--- src/design/amgt_pkg.sv ---
// Package: register map, field layout and timing for alarm mask and gate timing
`default_nettype none
package amgt_pkg;

    ////////////////////////////////////////////////////////////////////////
    // Register byte addresses
    localparam logic [4:0] ADDR_ALARM_MASK = 5'h00;
    localparam logic [4:0] ADDR_GATE_ONE   = 5'h04;
    localparam logic [4:0] ADDR_GATE_TWO   = 5'h08;
    localparam logic [4:0] ADDR_IRQ_STAT   = 5'h0C;
    localparam logic [4:0] ADDR_IRQ_MASK   = 5'h10;
    localparam logic [4:0] ADDR_ALARM_RAW  = 5'h14;
    localparam logic [4:0] ADDR_CTRL       = 5'h18;

    localparam logic [1:0] RESP_OKAY   = 2'h0;
    localparam logic [1:0] RESP_DECERR = 2'h3;

    ////////////////////////////////////////////////////////////////////////
    // Reset values and field positions
    localparam logic [7:0]  ALARM_MASK_RST = 8'h00;
    localparam logic [15:0] GATE_ONE_RST   = 16'h0000;
    localparam logic [7:0]  GATE_TWO_RST   = 8'h00;
    localparam logic [1:0]  FREQ_RST       = 2'h1;
    localparam logic [7:0]  ALARM_USED     = 8'hDF;  // Bit 5 has no alarm
    localparam int TCC_LSB    = 0;
    localparam int GATE_DRIVE_CURRENT_LSB  = 5;
    localparam int BOOST_LSB  = 8;
    localparam int CLKMON_BIT = 11;
    localparam int DEAD_LSB   = 0;
    localparam int BLANK_LSB  = 5;
    localparam int IRQ_CLKFAIL = 0;
    localparam int IRQ_FAULT   = 1;
    localparam int IRQ_DONE    = 2;
    localparam logic [4:0] TCC_MAX_CODE = 5'h1D;
    // System clock select: 8, 16, 24, 32 MHz
    localparam logic [1:0] FREQ_8  = 2'h0;
    localparam logic [1:0] FREQ_24 = 2'h2;

    ////////////////////////////////////////////////////////////////////////
    // Times in tenths of ns
    localparam int CLK_PERIOD_NS10     = 100;
    localparam int STEP_NS10           = 1250;
    localparam int CLKMON_TIMEOUT_NS10 = 10000;

    typedef enum logic [4:0] {
        S_IDLE  = 5'h01,
        S_BOOST = 5'h02,
        S_OFFCC = 5'h04,
        S_DEAD  = 5'h08,
        S_ONCC  = 5'h10
    } amgt_state_t;

    // Least time rounds up, never below one cycle
    function automatic logic [8:0] cyc_of_ns10(input int ns10);
        int c;
        c = (ns10 + CLK_PERIOD_NS10 - 1) / CLK_PERIOD_NS10;
        if (c < 1) begin
            c = 1;
        end
        return 9'(c);
    endfunction

    function automatic logic [8:0] step_cycles(input logic [4:0] code);
        return cyc_of_ns10((int'(code) + 1) * STEP_NS10);
    endfunction

    function automatic int boost_ns10(input logic [2:0] code, input logic [1:0] freq);
        case (code)
            3'h1:    return (freq == FREQ_8) ? 1250 : (freq == FREQ_24) ? 833 : 625;
            3'h2:    return 1250;
            3'h3:    return 2500;
            3'h4:    return 3750;
            3'h5:    return 5000;
            3'h6:    return 7500;
            3'h7:    return 10000;
            default: return 0;
        endcase
    endfunction

    function automatic logic [6:0] gate_drive_current_ma(input logic [2:0] code);
        case (code)
            3'h2:    return 7'h08;
            3'h3:    return 7'h10;
            3'h4:    return 7'h18;
            3'h5:    return 7'h20;
            3'h6:    return 7'h40;
            3'h7:    return 7'h60;
            default: return 7'h04;
        endcase
    endfunction

    localparam logic [8:0] CLKMON_CYC = cyc_of_ns10(CLKMON_TIMEOUT_NS10);

endpackage
`default_nettype wire

--- src/design/amgt_timer.sv ---
// One-shot cycle timer for gate phases and sense blanking
`default_nettype none
module amgt_timer
    import amgt_pkg::*;
(
    input  wire logic       aclk,    // System clock
    input  wire logic       aresetn, // Sync reset, active low
    input  wire logic       start,   // Load and run
    input  wire logic [8:0] cycles,  // Run length in cycles
    output logic            busy,    // High for the run length
    output logic            done     // High in the last run cycle
);
    typedef struct packed {
        logic [8:0] cnt;
        logic       busy;
    } amgt_tmr_t;

    amgt_tmr_t st_r;
    amgt_tmr_t st_nxt;

    always_comb begin
        st_nxt = st_r;
        if (start) begin
            st_nxt.cnt  = cycles;
            st_nxt.busy = (cycles != 9'h000);
        end else if (st_r.cnt != 9'h000) begin
            st_nxt.cnt  = st_r.cnt - 9'h001;
            st_nxt.busy = (st_r.cnt > 9'h001);
        end
    end

    always_ff @(posedge aclk) begin
        if (!aresetn) begin
            st_r <= '0;
        end else begin
            st_r <= st_nxt;
        end
    end

    assign busy = st_r.busy;
    assign done = st_r.busy && (st_r.cnt == 9'h001);

endmodule
`default_nettype wire

--- src/design/amgt_clkmon.sv ---
// Clock source monitor: flags a missing source tick
`default_nettype none
module amgt_clkmon
    import amgt_pkg::*;
(
    input  wire logic aclk,     // System clock
    input  wire logic aresetn,  // Sync reset, active low
    input  wire logic enable,   // Monitoring on
    input  wire logic osc_tick, // One pulse per source clock edge
    output logic      fail      // One-cycle pulse on loss
);
    typedef struct packed {
        logic [8:0] cnt;
        logic       tripped;
        logic       fail;
    } amgt_mon_t;

    amgt_mon_t st_r;
    amgt_mon_t st_nxt;

    always_comb begin
        st_nxt      = st_r;
        st_nxt.fail = 1'h0;
        if (!enable || osc_tick) begin
            st_nxt.cnt     = 9'h000;
            st_nxt.tripped = 1'h0;
        end else if (!st_r.tripped) begin
            if (st_r.cnt == CLKMON_CYC - 9'h001) begin
                st_nxt.tripped = 1'h1;
                st_nxt.fail    = 1'h1;
            end else begin
                st_nxt.cnt = st_r.cnt + 9'h001;
            end
        end
    end

    always_ff @(posedge aclk) begin
        if (!aresetn) begin
            st_r <= '0;
        end else begin
            st_r <= st_nxt;
        end
    end

    assign fail = st_r.fail;
endmodule
`default_nettype wire

--- src/design/amgt_top.sv ---
// Alarm mask, gate timing sequencer and register slave
//
// Design decisions made here: the AXI4-Lite register port and the address map.
`default_nettype none
module amgt_top
    import amgt_pkg::*;
(
    input  wire logic        aclk,            // 100 MHz clock
    input  wire logic        aresetn,         // Sync reset, active low
    input  wire logic        awvalid,         // Write address valid
    output logic             awready,         // Write address ready
    input  wire logic [4:0]  awaddr,          // Write byte address
    input  wire logic        wvalid,          // Write data valid
    output logic             wready,          // Write data ready
    input  wire logic [31:0] wdata,           // Write data
    input  wire logic [3:0]  wstrb,           // Write byte lanes
    output logic             bvalid,          // Write response valid
    input  wire logic        bready,          // Write response ready
    output logic [1:0]       bresp,           // Write response
    input  wire logic        arvalid,         // Read address valid
    output logic             arready,         // Read address ready
    input  wire logic [4:0]  araddr,          // Read byte address
    output logic             rvalid,          // Read data valid
    input  wire logic        rready,          // Read data ready
    output logic [31:0]      rdata,           // Read data
    output logic [1:0]       rresp,           // Read response
    input  wire logic [7:0]  alarm_in,        // Alarm condition levels
    input  wire logic        osc_tick,        // Clock source tick
    input  wire logic        commutate,       // Commutation request pulse
    output logic             fault_level,     // Fault pin level when driven
    output logic             fault_oe,        // Fault pin pulled low
    output logic [6:0]       gate_current_ma, // Gate current in mA
    output logic             boost_on,        // Turn-off boost phase
    output logic             off_cc_on,       // Turn-off constant current
    output logic             dead_on,         // Dead time
    output logic             on_cc_on,        // Turn-on constant current
    output logic             sense_blank,     // Comparators blanked
    output logic             irq              // Interrupt, active high
);

    ////////////////////////////////////////////////////////////////////////
    // State

    typedef struct packed {
        logic        awready;
        logic        wready;
        logic        arready;
        logic        aw_got;
        logic [4:0]  aw_addr;
        logic        w_got;
        logic [31:0] wdata;
        logic [3:0]  wstrb;
        logic        bvalid;
        logic [1:0]  bresp;
        logic        rvalid;
        logic [31:0] rdata;
        logic [1:0]  rresp;
        logic [7:0]  alarm_mask;
        logic [15:0] gate_one;
        logic [7:0]  gate_two;
        logic [1:0]  freq;
        logic [2:0]  irq_stat;
        logic [2:0]  irq_mask;
        logic        irq;
        logic        fault_o;
        logic        fault_oe;
        logic [6:0]  gate_ma;
        amgt_state_t state;
    } amgt_top_t;

    amgt_top_t st_r;
    amgt_top_t st_nxt;

    logic       t_start;
    logic [8:0] t_cyc;
    logic       t_done;
    logic       b_start;
    logic       clk_fail;
    logic       seq_done;
    logic       wr_go;
    logic       fault_now;
    logic [2:0] clr;
    logic [2:0] ev;
    logic [31:0] wv;
    logic [8:0] tcc_cyc;
    logic [8:0] boost_cyc;
    logic [8:0] dead_cyc;
    logic [8:0] blank_cyc;
    logic [2:0] boost_code;

    function automatic logic is_mapped(input logic [4:0] a);
        return (a <= ADDR_CTRL) && (a[1:0] == 2'h0);
    endfunction

    function automatic logic [31:0] rd_word(input logic [4:0] a);
        case (a)
            ADDR_ALARM_MASK: return {24'h000000, st_r.alarm_mask};
            ADDR_GATE_ONE:   return {16'h0000, st_r.gate_one};
            ADDR_GATE_TWO:   return {24'h000000, st_r.gate_two};
            ADDR_IRQ_STAT:   return {29'h00000000, st_r.irq_stat};
            ADDR_IRQ_MASK:   return {29'h00000000, st_r.irq_mask};
            ADDR_ALARM_RAW:  return {23'h000000, st_r.fault_oe, alarm_in};
            ADDR_CTRL:       return {30'h00000000, st_r.freq};
            default:         return 32'h00000000;
        endcase
    endfunction

    function automatic logic [31:0] merge(input logic [31:0] o, input logic [31:0] d,
                                          input logic [3:0] s);
        logic [31:0] r;
        r = o;
        for (int i = 0; i < 4; i++) begin
            if (s[i]) begin
                r[8*i +: 8] = d[8*i +: 8];
            end
        end
        return r;
    endfunction

    ////////////////////////////////////////////////////////////////////////
    // Phase lengths from live configuration

    assign boost_code = st_r.gate_one[BOOST_LSB +: 3];
    assign boost_cyc  = cyc_of_ns10(boost_ns10(boost_code, st_r.freq));
    assign dead_cyc   = step_cycles(st_r.gate_two[DEAD_LSB +: 5]);
    assign blank_cyc  = step_cycles({2'h0, st_r.gate_two[BLANK_LSB +: 3]});
    assign tcc_cyc    = (st_r.gate_one[TCC_LSB +: 5] > TCC_MAX_CODE) ?
                        step_cycles(TCC_MAX_CODE) : step_cycles(st_r.gate_one[TCC_LSB +: 5]);

    ////////////////////////////////////////////////////////////////////////
    // Next state

    always_comb begin
        st_nxt = st_r;
        clr    = 3'h0;
        wv     = 32'h00000000;
        st_nxt.bvalid = st_r.bvalid && !bready;
        st_nxt.rvalid = st_r.rvalid && !rready;
        if (awvalid && st_r.awready) begin
            st_nxt.aw_got  = 1'h1;
            st_nxt.aw_addr = awaddr;
        end
        if (wvalid && st_r.wready) begin
            st_nxt.w_got = 1'h1;
            st_nxt.wdata = wdata;
            st_nxt.wstrb = wstrb;
        end
        wr_go = st_nxt.aw_got && st_nxt.w_got && !st_nxt.bvalid;
        if (wr_go) begin
            st_nxt.aw_got = 1'h0;
            st_nxt.w_got  = 1'h0;
            st_nxt.bvalid = 1'h1;
            st_nxt.bresp  = RESP_OKAY;
            wv = merge(rd_word(st_nxt.aw_addr), st_nxt.wdata, st_nxt.wstrb);
            case (st_nxt.aw_addr)
                ADDR_ALARM_MASK: st_nxt.alarm_mask = wv[7:0];
                ADDR_GATE_ONE:   st_nxt.gate_one = wv[15:0];
                ADDR_GATE_TWO:   st_nxt.gate_two = wv[7:0];
                ADDR_IRQ_STAT:   clr = st_nxt.wdata[2:0] & {3{st_nxt.wstrb[0]}};
                ADDR_IRQ_MASK:   st_nxt.irq_mask = wv[2:0];
                ADDR_CTRL:       st_nxt.freq = wv[1:0];
                ADDR_ALARM_RAW:  st_nxt.bresp = RESP_OKAY;
                default:         st_nxt.bresp = RESP_DECERR;
            endcase
        end
        if (arvalid && st_r.arready) begin
            st_nxt.rvalid = 1'h1;
            st_nxt.rdata  = rd_word(araddr);
            st_nxt.rresp  = is_mapped(araddr) ? RESP_OKAY : RESP_DECERR;
        end
        st_nxt.awready = !st_nxt.aw_got && !st_nxt.bvalid;
        st_nxt.wready  = !st_nxt.w_got && !st_nxt.bvalid;
        st_nxt.arready = !st_nxt.rvalid;

        // Fault pin follows the mask every cycle
        fault_now       = |(alarm_in & st_r.alarm_mask & ALARM_USED);
        st_nxt.fault_oe = fault_now;
        st_nxt.fault_o  = 1'h0;
        st_nxt.gate_ma  = gate_drive_current_ma(st_r.gate_one[GATE_DRIVE_CURRENT_LSB +: 3]);

        // Gate sequence: boost, off cc, dead, on cc
        t_start  = 1'h0;
        t_cyc    = 9'h000;
        b_start  = 1'h0;
        seq_done = 1'h0;
        case (st_r.state)
            S_IDLE: begin
                if (commutate) begin
                    t_start = 1'h1;
                    if (boost_code != 3'h0) begin
                        st_nxt.state = S_BOOST;
                        t_cyc        = boost_cyc;
                    end else begin
                        st_nxt.state = S_OFFCC;
                        t_cyc        = tcc_cyc;
                    end
                end
            end
            S_BOOST: begin
                if (t_done) begin
                    t_start      = 1'h1;
                    t_cyc        = tcc_cyc;
                    st_nxt.state = S_OFFCC;
                end
            end
            S_OFFCC: begin
                if (t_done) begin
                    t_start      = 1'h1;
                    t_cyc        = dead_cyc;
                    st_nxt.state = S_DEAD;
                end
            end
            S_DEAD: begin
                if (t_done) begin
                    t_start      = 1'h1;
                    t_cyc        = tcc_cyc;
                    b_start      = 1'h1;
                    st_nxt.state = S_ONCC;
                end
            end
            S_ONCC: begin
                if (t_done) begin
                    st_nxt.state = S_IDLE;
                    seq_done     = 1'h1;
                end
            end
            default: st_nxt.state = S_IDLE;
        endcase

        // Sticky events, set beats clear
        ev              = 3'h0;
        ev[IRQ_CLKFAIL] = clk_fail;
        ev[IRQ_FAULT]   = fault_now && !st_r.fault_oe;
        ev[IRQ_DONE]    = seq_done;
        st_nxt.irq_stat = (st_r.irq_stat & ~clr) | ev;
        st_nxt.irq      = |(st_nxt.irq_stat & st_nxt.irq_mask);
    end

    always_ff @(posedge aclk) begin
        if (!aresetn) begin
            st_r            <= '0;
            st_r.alarm_mask <= ALARM_MASK_RST;
            st_r.gate_one   <= GATE_ONE_RST;
            st_r.gate_two   <= GATE_TWO_RST;
            st_r.freq       <= FREQ_RST;
            st_r.gate_ma    <= gate_drive_current_ma(3'h0);
            st_r.state      <= S_IDLE;
        end else begin
            st_r <= st_nxt;
        end
    end

    ////////////////////////////////////////////////////////////////////////
    // Submodules

    amgt_timer u_phase (
        .aclk    (aclk),
        .aresetn (aresetn),
        .start   (t_start),
        .cycles  (t_cyc),
        .busy    (),
        .done    (t_done)
    );

    amgt_timer u_blank (
        .aclk    (aclk),
        .aresetn (aresetn),
        .start   (b_start),
        .cycles  (blank_cyc),
        .busy    (sense_blank),
        .done    ()
    );

    amgt_clkmon u_clkmon (
        .aclk     (aclk),
        .aresetn  (aresetn),
        .enable   (st_r.gate_one[CLKMON_BIT]),
        .osc_tick (osc_tick),
        .fail     (clk_fail)
    );

    assign awready         = st_r.awready;
    assign wready          = st_r.wready;
    assign arready         = st_r.arready;
    assign bvalid          = st_r.bvalid;
    assign bresp           = st_r.bresp;
    assign rvalid          = st_r.rvalid;
    assign rdata           = st_r.rdata;
    assign rresp           = st_r.rresp;
    assign fault_level     = st_r.fault_o;
    assign fault_oe        = st_r.fault_oe;
    assign gate_current_ma = st_r.gate_ma;
    assign boost_on        = st_r.state[1];
    assign off_cc_on       = st_r.state[2];
    assign dead_on         = st_r.state[3];
    assign on_cc_on        = st_r.state[4];
    assign irq             = st_r.irq;

    ////////////////////////////////////////////////////////////////////////
    // Checks

    logic [9:0] ph_len_r;
    logic [9:0] blank_len_r;

    always_ff @(posedge aclk) begin
        if (!aresetn) begin
            ph_len_r    <= 10'h000;
            blank_len_r <= 10'h000;
        end else begin
            ph_len_r    <= (st_nxt.state != st_r.state) ? 10'h000 : ph_len_r + 10'h001;
            blank_len_r <= sense_blank ? blank_len_r + 10'h001 : 10'h000;
        end
    end
endmodule
`default_nettype wire

--- config.mk ---
export PLATFORM = sky130hd
export DESIGN_NAME = amgt_top
export DESIGN_NICKNAME = d
export VERILOG_FILES = /design/src/design/amgt_pkg.sv /design/src/design/amgt_timer.sv /design/src/design/amgt_clkmon.sv /design/src/design/amgt_top.sv
export SDC_FILE = /design/constraint.sdc
export NUM_CORES = 1
export LEC_CHECK = 0
export BUFFER_PORTS_ARGS = -buffer_cell sky130_fd_sc_hd__buf_2
export CORE_AREA = 8 8 203 205
export CTS_CLUSTER_SIZE = 24
export DETAILED_ROUTE_END_ITERATION = 10
export DIE_AREA = 0 0 211 213
export REMOVE_ABC_BUFFERS = 1
export SLEW_MARGIN = 10
export SYNTH_ARGS = -nofsm -noshare
export SYNTH_HDL_FRONTEND = slang
export SYNTH_SLANG_ARGS = --single-unit
--- constraint.sdc ---
create_clock -name aclk -period 11.03 [get_ports aclk]
set_input_delay 2.206 -clock aclk [delete_from_list [all_inputs] [get_ports aclk]]
set_output_delay 2.206 -clock aclk [all_outputs]
set_load 0.02 [all_outputs]
## Yosys cells after proc, flatten, opt, wreduce, memory -nomap -nowiden

Cells that the tools add are included.
W data, S select, Z words.

- Input port bits: 63
- Register bits after elaboration: 170
- Word-level logic and storage cells: 206
- Output and inout port bits: 56

- Add/sub/neg operators: 14
- Div/mod/pow operators: 4
- Order comparisons: 8
- Equal/unequal tests: 39
- Mux-type cells: 48
- Multiply operators: 3
- Reduce and logical (&&, ||, !) cells: 47
- Bitwise logic cells: 9

Operator list:

| cell | count |
|---|---|
| $div A32 B8 Y32 const B | 4 |
| $lt A32 B2 Y1 const B | 4 |
| $pmux W16 S7 | 1 |
| $pmux W14 S7 | 1 |
| $mux W9 | 10 |
| $pmux W16 S4 | 1 |
| $pmux W7 S6 | 1 |
| $mux W10 | 4 |
| $sub A18 B1 Y19 const B | 2 |
| $mux W37 | 1 |
| $add A17 B7 Y18 const B | 2 |
| $reduce_bool A9 Y1 | 4 |
| $eq A5 B5 Y1 const B | 7 |
| $mux W35 | 1 |
| $add A32 B8 Y32 const B | 1 |
| $mul A6 B10 Y16 const B | 2 |
| $sub A32 B2 Y32 const B | 1 |
| $pmux W9 S3 | 1 |
| $eq A5 B4 Y1 const B | 5 |
| $mux W5 | 5 |
| $pmux W5 S5 | 1 |
| $eq A3 B3 Y1 const B | 8 |
| $gt A9 B1 Y1 const B | 2 |
| $mux W3 | 6 |
| 42 further kinds | 97 |

## Longest topological paths before layout

Gate-level depths: netlist (run 1).

- Word-level depth: 14
- Mapped depth: 46
- Mapped depth without buffers: 41

## Modules after synthesis

Synthesis (run 1) repeated with hierarchy kept, for this count alone.

- Cell total of the unflattened synthesis: 2,273
- Area, all modules: 16,869.9 um^2

By module, submodules not included:

| module | area each (um^2) | cells each | times used | seq. area each (um^2) |
|---|---|---|---|---|
| amgt_top | 15,144.5 | 2,073 | 1 | 2,001.9 |
| amgt_timer | 605.6 | 71 | 2 | 200.2 |
| amgt_clkmon | 514.2 | 58 | 1 | 220.2 |

## Least setup slack after synthesis (run 1)

Ideal clock, no wire load.

- Kind: register to register
- From: register st_r[28] (netlist name)
- To: register u_blank.st_r[1] (netlist name)
- Cell stages (with the launch flop): 44
- Setup slack: 1.205 ns
- Setup time: 0.124 ns
- Data required time: 10.906 ns
- Path buffers: 5
- Arrival time: 9.700 ns
- Cells stage by stage: dfxtp_1 > buf_2 > inv_1 > ha_1 > buf_4 > inv_1 > fa_1 > inv_1 > ha_1 > inv_1 > fa_1 > xnor2_1 > nand2_1 > nor2_1 > nand2_1 > and2_1 > inv_1 > ha_1 > [8 not listed] > o211a_1 > a21oi_1 > o21ai_2 > o21a_2 > xnor3_1 > o21ai_2 > xnor2_1 > o31a_1 > buf_2 > o311a_1 > or3b_1 > buf_2 > o21ai_0 > mux2i_1 > a311oi_1 > or4_1 > a211o_1 > a2111o_1

- Cells in the longest elaborated chain, start to end: 8

Ends and longest elaborated chain:

| what | line | RTL |
|---|---|---|
| start, declared | amgt_top.sv:71 | `amgt_top_t st_r;` |
| start signal, assigned | amgt_top.sv:249 | `st_r <= st_nxt;` |
| $add A3 B1 Y4 (*) | amgt_pkg.sv:64 | `return cyc_of_ns10((int'(code) + 1) * STEP_NS10);` |
| $mul A4 B10 Y14 (*) | amgt_pkg.sv:64 |  |
| $add A15 B7 Y16 (*) | amgt_pkg.sv:56 | `c = (ns10 + CLK_PERIOD_NS10 - 1) / CLK_PERIOD_NS10;` |
| $sub A16 B1 Y17 (*) | amgt_pkg.sv:56 |  |
| $div A32 B8 Y32 (*) | amgt_pkg.sv:56 |  |
| $lt A32 B2 Y1 | amgt_pkg.sv:57 | `if (c < 1) begin` |
| $mux W9 (*) | amgt_pkg.sv:57 |  |
| $mux W10 (*) | amgt_timer.sv:23 | `if (start) begin` |
| end signal, assigned | amgt_timer.sv:36 | `st_r <= st_nxt;` |
| end, declared | amgt_timer.sv:18 | `amgt_tmr_t st_r;` |

Every way passes the cells marked *; elsewhere a longest branch is shown, timed or not.
A chain may end at the register's enable or synchronous reset.

## Final worst setup path (run 1)

- From: register st_r[25] (netlist name)
- To: register u_phase.st_r, in the netlist u_phase.busy

- Cells in the longest elaborated chain, start to end: 11

Ends and longest elaborated chain:

| what | line | RTL |
|---|---|---|
| $add A5 B1 Y6 (*) | amgt_pkg.sv:64 |  |
| $mul A6 B10 Y16 (*) | amgt_pkg.sv:64 |  |
| $add A17 B7 Y18 (*) | amgt_pkg.sv:56 |  |
| $sub A18 B1 Y19 (*) | amgt_pkg.sv:56 |  |
| $div A32 B8 Y32 (*) | amgt_pkg.sv:56 |  |
| $lt A32 B2 Y1 | amgt_pkg.sv:57 |  |
| $mux W9 (*) | amgt_pkg.sv:57 |  |
| $mux W9 (*) | amgt_top.sv:207 | `if (t_done) begin` |
| $pmux W9 S3 (*) | amgt_top.sv:186 | `case (st_r.state)` |
| $reduce_bool A9 Y1 (*) | amgt_timer.sv:25 | `st_nxt.busy = (cycles != 9'h000);` |
| $mux W10 (*) | amgt_timer.sv:23 |  |
| end signal, assigned | amgt_timer.sv:36 |  |
| end, declared | amgt_timer.sv:18 |  |

Marked as above.

==> flow_metrics.tcl, run 1 <==
set metrics [dict create \
    root_buffer "clkbuf_16" \
    fillCellCount 3816 \
    grt_usage_pct 21.45 \
    finish.utilization_pct 49.69 \
    numCtsBuffers 17 \
    synth.avg_cell_area_um2 7.578 \
    multi_input_area_mm2 0.01352 \
    routedWlPerCell_um 17.50 \
    period_share_pct 94.40 \
    peakVddDrop_mv 0.1101 \
    crit_arrival_ns 10.75 \
    synth_ff_type "dfxtp_1" \
    grt_first_pass_wirelength_um 81970 \
    grt-ovfl-total 0 \
    cp_slowest_cell "dfxtp_1" \
    worstRegToRegCells 40 \
    clockBufferDepth 2 \
    h-tree-depth 4 \
    worstMarginPinSlew_ns 1.160 \
    drive_above_1_share_pct 17.47 \
    worstSetupEndpointType "flop" \
    cts.sinks 131 \
    antenna_cells 0 \
    drtIter0Drc 1455 \
    clock_latency_ns 0.42 \
    antenna_left 0 \
    async_flop_share_pct 0 \
    place_hpwl_um 38970 \
    netlist.area_leader.share_pct 15.55 \
    synth_cell_types 131 \
    wl_um 49940 \
    hold_viol_final 0 \
    grt_pass1_vias 16280 \
    crit_path_max_fanout 10 \
    hold_depth 1 \
    p_leak_nw 7.534 \
    synth_top_area_cell "dfxtp_1" \
    crit_type "reg2reg" \
    initial_core_util_pct 44.25 \
    gp_congestion 0.9214 \
    min_path_type "reg2reg" \
    fmax_mhz 96.04 \
    antenna_found_initial 0 \
    fin_skew_ns 0.007125 \
    p_per_area_mw_per_mm2 88.36 \
    stdcell_area_mm2 0.01894 \
    finalSetupViolCount 0 \
    mostFrequentLayoutCells "nor2_1, nand2_1, dfxtp_1, buf_4, a21oi_1" \
    status "finished, final reports clean" \
    dieArea_mm2 0.04494 \
    synth.area.top_cells "dfxtp_1, ha_1, nor2_1, xnor2_1, mux2i_1" \
    rows 72 \
    cts_tree "yes" \
    grt_max_degree 54 \
    dr_total_vias 17310 \
    ys_seq_area_share_pct 15.55 \
    firstDrtPassIters 6 \
    synth_seq_cells 131 \
    max-cap-violations 0 \
    stdcell_count 2854 \
    drc 0 \
    nets 2485 \
    critPathTopFamily "compound AO/OA/AOI/OAI gates" \
    cp.required_ns 11.36 \
    port_buffers 81 \
    chipWidth_um 211 \
    vias_per_cell 6.066 \
    final_common_cell "nor2_1" \
    slew_viol_final 0 \
    area.sequential_mm2 0.002624 \
    slowest_delay_ns 0.56 \
    area_growth_pct 12.31 \
    core_area_mm2 0.03811 \
    clk_pin_slew_worst_paths_ns 0.06 \
    max_slew_margin_pct 22.52 \
    worstSetupPathDepth 40 \
    cp_num_buf_inv 5 \
    fp.dieH_um 213 \
    placed_cell_area_mm2 0.01810 \
    synth_edf_count 0 \
    placed_cells 2816 \
    boundaryPins 119 \
    period_needed_ns 10.41 \
    synth_warnings 0 \
    syn_area_mm2 0.01686 \
    syn_inst 2225 \
    p_total_mw 1.673 \
    cp-start-kind "flop" \
]
[registers in the layout, summed over array words and instances (netlist names), 3 cells and up]
name and cells:
gate_current_ma 5, u_blank.st_r 9, st_r 63, u_clkmon.st_r 10, boost_code 3, u_phase.st_r 9
rdata 16
[synth_stat cells, types with 30 or more instances]
cell type  number
a21oi_1       119
ha_1           84
nor3_1         77
nor2_1        260
nand3_1        72
dfxtp_1       131
xor2_1         38
inv_1          64
nand2_1       166
o21ai_0        90
o21a_1         32
buf_4          49
and2_1         30
mux2i_1        68
clkbuf_1       62
a211oi_1       56
xnor2_1       103
[where the power goes]
group / leakage (nW) / switching [mW] / internal (mW)
Clock: 0.273 / 0.214 / 0.339
Sequential: 1.06 / 0.0345 / 0.511
Combinational: 6.20 / 0.335 / 0.241
Total: 7.53 / 0.583 / 1.09
[per-layer routing]
metal	vias up	global-route usage, %	share of wire (%)
met4	0	6.178	2.1
met5	-	0	0
met2	452	36.17	47
met1	8257	28.64	46
met3	69	2.275	4.3
li1	8533	-	-
[per-stage QoR]
stage	setup TNS (ns)	setup slack [ns]	hold slack [ns]
detailed placement	0	0.2797	0.4175
global route	-0.1009	-0.05146	0.4460
CTS	0	0.2188	0.4258
floorplan	0	0.2127	0.4015
finish	0	0.6175	0.4234
global placement	0	0.4004	0.4109
[final cells by class]
| type | instances | share of cell area [%] |
|---|---|---|
| inverters | 67 | 1.335 |
| multi-input cells | 1905 | 71.42 |
| repair buffers | 202 | 6.938 |
| well taps | 518 | 3.423 |
| clock buffers | 20 | 2.359 |
| clock inverters | 11 | 0.6739 |
| flip-flops and latches | 131 | 13.86 |
[worst paths after layout]
| kind | start | endpoint | slack [ns] |
|---|---|---|---|
| min reg2reg | st_r[135]$_SDFF_PN0_ | awready$_SDFF_PN0_ | 0.42 |
| max | st_r[25]$_SDFFE_PN0P_ | u_phase.busy$_SDFFE_PN0P_ | 0.62 |
| max reg2reg | st_r[25]$_SDFFE_PN0P_ | u_phase.busy$_SDFFE_PN0P_ | 0.62 |
| min | st_r[135]$_SDFF_PN0_ | awready$_SDFF_PN0_ | 0.42 |
[logic make-up (layout without fill, tap and decap cells)]
logic type	count (synthesis)	count (layout)	synth area share, %
compound gates	708	708	31.86
xor+xnor	149	149	8.274
fa+ha+maj	104	104	8.252
buf+inv	207	300	5.877
flops	131	131	15.55
mux	85	85	5.328
other cells	1	19	0.02224
simple gates	840	840	24.84
[repair_timing]
item	CTS	global route
endpoints found under the setup margin	0	4
setup buffers	0	7
hold buffers	0	0
gates resized for setup	0	41
Power figures use the tool's default switching activity.
==> run 2, diff against run 1 <==
CORE_AREA = 2 2 197 199   (was 8 8 203 205)
DIE_AREA = 0 0 199 201   (was 0 0 211 213)
clock period = 10.78 ns   (was 11.03 ns; I/O delays follow)
==> run 2 against run 1 <==
Effect of this change:
- worst setup slack worse by 0.12 ns
- via count is 0.20% higher
- sequential share of layout area is 0.087 points lower
- maximum frequency is 1.2% higher
- routed wire length is 0.34% lower
- register-to-register slack worse by 0.12 ns
- sequential power is 2% higher
- core utilization is 0.51 points higher
- design area is 1.0% higher
- flip-flop and latch count stayed put
- critical path type unchanged
- critical endpoint unchanged
- largest power group unchanged
==> flow_metrics.tcl, run 2 (synthesized netlist as in run 1, its figures left out) <==
set metrics [dict create \
    ctsHoldBuffers 0 \
    antenna_left 0 \
    period_share_pct 95.43 \
    hp-start "st_r[135]$_SDFF_PN0_" \
    regMostFlops "st_r" \
    placed_cell_area_mm2 0.01805 \
    stdcell_area_mm2 0.01913 \
    cp_num_buf_inv 4 \
    antenna_found_initial 0 \
    port_buffers 81 \
    antenna_cells 0 \
    wl_um 49770 \
    fin_ws_ns 0.4929 \
    cp.required_ns 11.11 \
    dieArea_mm2 0.04000 \
    fmax_mhz 97.21 \
    stdcell_count 2847 \
    slowest_delay_ns 0.54 \
    grt_pass1_vias 16340 \
    area_growth_pct 13.45 \
    firstDrtPassIters 9 \
    clk_pin_slew_worst_paths_ns 0.06 \
    grt_usage_pct 24.54 \
    largest_reg_flops 63 \
    r2r-start "st_r[23]$_SDFFE_PN0P_" \
    max-cap-violations 0 \
    slew_viol_final 0 \
    grt-ovfl-total 0 \
    nets 2477 \
    core_area_mm2 0.03811 \
    placed_cells 2809 \
    p_leak_nw 7.611 \
    period_needed_ns 10.29 \
    cts_tree "yes" \
    critPathTopFamily "compound AO/OA/AOI/OAI gates" \
    place_ws_ns 0.2041 \
    final_common_cell "nor2_1" \
    drive_above_1_share_pct 18.72 \
    p_total_mw 1.688 \
    place_hpwl_um 38060 \
    finalSetupViolCount 0 \
    cp_slowest_cell "a2111o_1" \
    chipWidth_um 199 \
    cp_common_cell "inv_1" \
    h-tree-depth 4 \
    p_per_area_mw_per_mm2 88.22 \
    cts.sinks 131 \
    rsz0062_at_grt "yes" \
    vias_per_cell 6.092 \
    grt_max_degree 84 \
    crit_type "reg2reg" \
    rows 72 \
    mostFrequentLayoutCells "nor2_1, nand2_1, dfxtp_1, a21oi_1, buf_4" \
    finish.utilization_pct 50.20 \
    cp-start-kind "flop" \
    crit_path_max_fanout 10 \
    grt_first_pass_wirelength_um 82790 \
    drc 0 \
    hold_viol_final 0 \
    worstMarginPinSlew_ns 1.130 \
    status "finished, final reports clean" \
    fin_skew_ns 0.01086 \
    fp.dieH_um 201 \
    min_path_type "reg2reg" \
    clock_latency_ns 0.42 \
    gp_congestion 0.9328 \
    drtIter0Drc 1332 \
    crit_arrival_ns 10.62 \
    root_buffer "clkbuf_16" \
    dr_total_vias 17350 \
    boundaryPins 119 \
    clockBufferDepth 2 \
    startpoint "st_r[23]$_SDFFE_PN0P_" \
    peakVddDrop_mv 0.09966 \
    max_slew_margin_pct 24.13 \
    numCtsBuffers 17 \
    routedWlPerCell_um 17.48 \
    worstSetupEndpointType "flop" \
    initial_core_util_pct 44.25 \
]
==> run 2: final timing paths <==
kind / end / slack [ns] / cells after the start
min: awready$_SDFF_PN0_ / 0.43 / 1
max reg2reg: u_phase.busy$_SDFFE_PN0P_ / 0.49 / 40
max: u_phase.busy$_SDFFE_PN0P_ / 0.49 / 40
min reg2reg: awready$_SDFF_PN0_ / 0.43 / 1
==> run 2: area by class of cell <==
| class | count | area, um2 |
|---|---|---|
| fillers | 3776 | 18980 |
| clock buffers | 19 | 442.9 |
| inverters | 67 | 252.7 |
| flip-flops and latches | 131 | 2634 |
| repair buffers | 194 | 1254 |
| multi-input cells | 1905 | 13780 |
| clock inverters | 13 | 116.4 |
| well taps | 518 | 648.1 |
==> run 2: routing by layer <==
metal	vias to the layer above	track usage, %	routed length [um]
met5	-	0	0
met4	0	4.504	594
met3	52	2.083	2258
met2	518	41.52	23670
met1	8252	34.14	23250
li1	8523	-	-
==> run 2: where the power goes <==
group          switching (mW)  internal (mW)
combinational           0.345          0.237
clock                   0.239          0.309
sequential             0.0353          0.522
total                   0.619           1.07
==> run 2: per-stage QoR <==
step           hold slack [ns]  setup TNS, ns
6_report                0.4325              0
5_1_grt                 0.4375        -0.1658
4_1_cts                 0.4330              0
3_5_place_dp            0.4202              0
3_3_place_gp            0.4112              0
2_1_floorplan           0.4015       -0.03728
==> run 2: repair_timing <==
action,4_1_cts,5_1_grt
gates resized for setup,0,90
setup buffers,0,6
endpoints found under the setup margin,0,6
==> run 3, diff against run 2 <==
REMOVE_ABC_BUFFERS = default   (was 1)
==> run 3 against run 2 <==
Effect of this change:
- non-clock buffer count increased by 16
- power up 1.8%
- die area stayed put
- flip-flop and latch count is the same
- clock skew is 0.0066 ns lower
- design area grew 0.60%
- critical path depth unchanged
- routed wire length shrank 0.36%
- critical path type unchanged
- global-route usage fell by 0.40 points
- sequential power is essentially flat
==> flow_metrics.tcl, run 3 (synthesized netlist as in run 1, its figures left out) <==
set metrics [dict create \
    status "finished, final reports clean" \
    core_area_mm2 0.03811 \
    period_share_pct 95.46 \
    clockBufferDepth 2 \
    antenna_cells 0 \
    clk_pin_slew_worst_paths_ns 0.06 \
    wl_met3_um 2153 \
    numCtsBuffers 17 \
    vias_per_cell 6.078 \
    cp_num_buf_inv 4 \
    area_growth_pct 14.14 \
    grt_pass1_vias 16260 \
    cts_tree "yes" \
    crit_path_max_fanout 8 \
    root_buffer "clkbuf_16" \
    mostFrequentLayoutCells "nor2_1, nand2_1, buf_4, dfxtp_1, a21oi_1" \
    cts.sinks 131 \
    setup_tns_ns 0 \
    cp.required_ns 11.04 \
    drive_above_1_share_pct 18.99 \
    p_sw_share_pct 34.60 \
    grt_max_degree 101 \
    chipWidth_um 199 \
    p_per_area_mw_per_mm2 89.25 \
    r2r_end "u_phase.st_r[1]$_SDFFE_PN0P_" \
    wl_met1_um 22630 \
    nets 2493 \
    antenna_found_initial 0 \
    initial_core_util_pct 44.25 \
    boundaryPins 119 \
    clkPwrFrac_pct 33.6 \
    dieArea_mm2 0.04000 \
    r2r-start "st_r[34]$_SDFFE_PN0P_" \
    final_common_cell "nor2_1" \
    grt_first_pass_wirelength_um 80790 \
    critPathTopFamily "simple AND/OR/NAND/NOR gates" \
    antenna_left 0 \
    holdPathEnd "awready$_SDFF_PN0_" \
    peakVddDrop_mv 0.1217 \
    period_needed_ns 10.29 \
    place_ws_ns 0.1282 \
    dr_total_vias 17390 \
    drtIter0Drc 1384 \
    grt-ovfl-total 0 \
    grt_usage_pct 24.14 \
    p_total_mw 1.718 \
    dr.max_layer_used "met4" \
    p_leak_nw 7.639 \
    port_buffers 81 \
    r2r_slack_ns 0.49 \
    clock_latency_ns 0.42 \
    stdcell_area_mm2 0.01924 \
    drc 0 \
    fmax_mhz 97.17 \
    placed_cell_area_mm2 0.01806 \
    hp-start "st_r[135]$_SDFF_PN0_" \
    p_int_mw 1.123 \
    gp_congestion 0.9301 \
    max_slew_margin_pct 26.02 \
    crit_type "reg2reg" \
    worstSetupEndpointType "flop" \
    pwr-share-comb_pct 33.9 \
    placed_cells 2811 \
    regMostFlops "st_r" \
    hold_viol_final 0 \
    firstDrtPassIters 6 \
    ctsHoldBuffers 0 \
    sequentialPowerShare_pct 32.5 \
    fp.dieH_um 201 \
    route.met2.wl_um 23920 \
    cp_slowest_cell "or4_4" \
    h-tree-depth 4 \
    worstMarginPinSlew_ns 1.102 \
    finalSetupViolCount 0 \
    wl_um 49590 \
    slew_viol_final 0 \
    hold_depth 1 \
    largest_reg_flops 63 \
    routedWlPerCell_um 17.33 \
    rows 72 \
    cp-start-kind "flop" \
    crit_arrival_ns 10.55 \
    worstRegToRegCells 40 \
    fin_ws_ns 0.4891 \
    min_path_type "reg2reg" \
    slowest_delay_ns 0.58 \
    fin_skew_ns 0.004294 \
    place_hpwl_um 38170 \
    stdcell_count 2861 \
    max-cap-violations 0 \
    p_switching_mw 0.5943 \
]
-- run 3: changes by cell type in the layout (fill, tap and decap cells not counted), moves of 3 or more --
cell,previous run,this run
a21oi_2,12,9
nor3_1,73,76
bufinv_16,0,3
inv_8,3,0
clkinv_2,2,5
inv_6,6,2
nor3_2,9,6
buf_4,113,129
-- run 3: timing repair --
| item | in CTS | in global routing |
|---|---|---|
| gates resized for setup | 0 | 83 |
| buffers inserted | 0 | 20 |
| endpoints found under the setup margin | 0 | 6 |
-- run 3: worst max path at each step --
stage,start,to,cells after the start
6_report,st_r[34]$_SDFFE_PN0P_,u_phase.st_r[1]$_SDFFE_PN0P_,40
5_1_grt,st_r[32]$_SDFFE_PN0P_,u_phase.st_r[1]$_SDFFE_PN0P_,42
4_1_cts,st_r[23]$_SDFFE_PN0P_,u_phase.busy$_SDFFE_PN0P_,38
3_5_place_dp,st_r[23]$_SDFFE_PN0P_,u_phase.st_r[1]$_SDFFE_PN0P_,38
3_3_place_gp,st_r[23]$_SDFFE_PN0P_,u_phase.st_r[1]$_SDFFE_PN0P_,40
2_1_floorplan,st_r[28]$_SDFFE_PN0P_,u_blank.st_r[1]$_SDFFE_PN0P_,43
-- run 3: power groups by stage --
| stage | clock network, mW | logic (mW) | registers, mW |
|---|---|---|---|
| 4_1_cts | 0.588 | 0.564 | 0.558 |
| 5_1_grt | 0.610 | 0.648 | 0.564 |
| 3_5_place_dp | 0 | 0.559 | 0.567 |
| 2_1_floorplan | 0 | 0.433 | 0.563 |
| 3_3_place_gp | 0 | 0.550 | 0.567 |
| 6_report | 0.576 | 0.583 | 0.558 |
-- run 3: routing by layer --
layer | vias to the layer above | GRT usage (%)
li1 | 8547 | -
met5 | - | 0
met4 | 0 | 5.890
met2 | 496 | 40.75
met1 | 8270 | 33.00
met3 | 75 | 2.201
-- run 3: final cells by class --
| type | instances | area, um2 |
|---|---|---|
| timing repair buffer | 210 | 1374 |
| multi-input combinational | 1905 | 13750 |
| sequential | 131 | 2629 |
| inverter | 67 | 252.7 |
| tap | 518 | 648.1 |
| fill | 3799 | 18860 |
| clock buffer | 17 | 425.4 |
| clock inverter | 13 | 161.4 |
-- run 3: metrics by stage --
stage                     hold WS (ns)  util (%)
after floorplan                 0.4015         -
after global routing            0.4579     50.50
after CTS                       0.4280     48.94
after global placement          0.4213     47.40
after detailed placement        0.4233     47.40
final                           0.4232     50.50
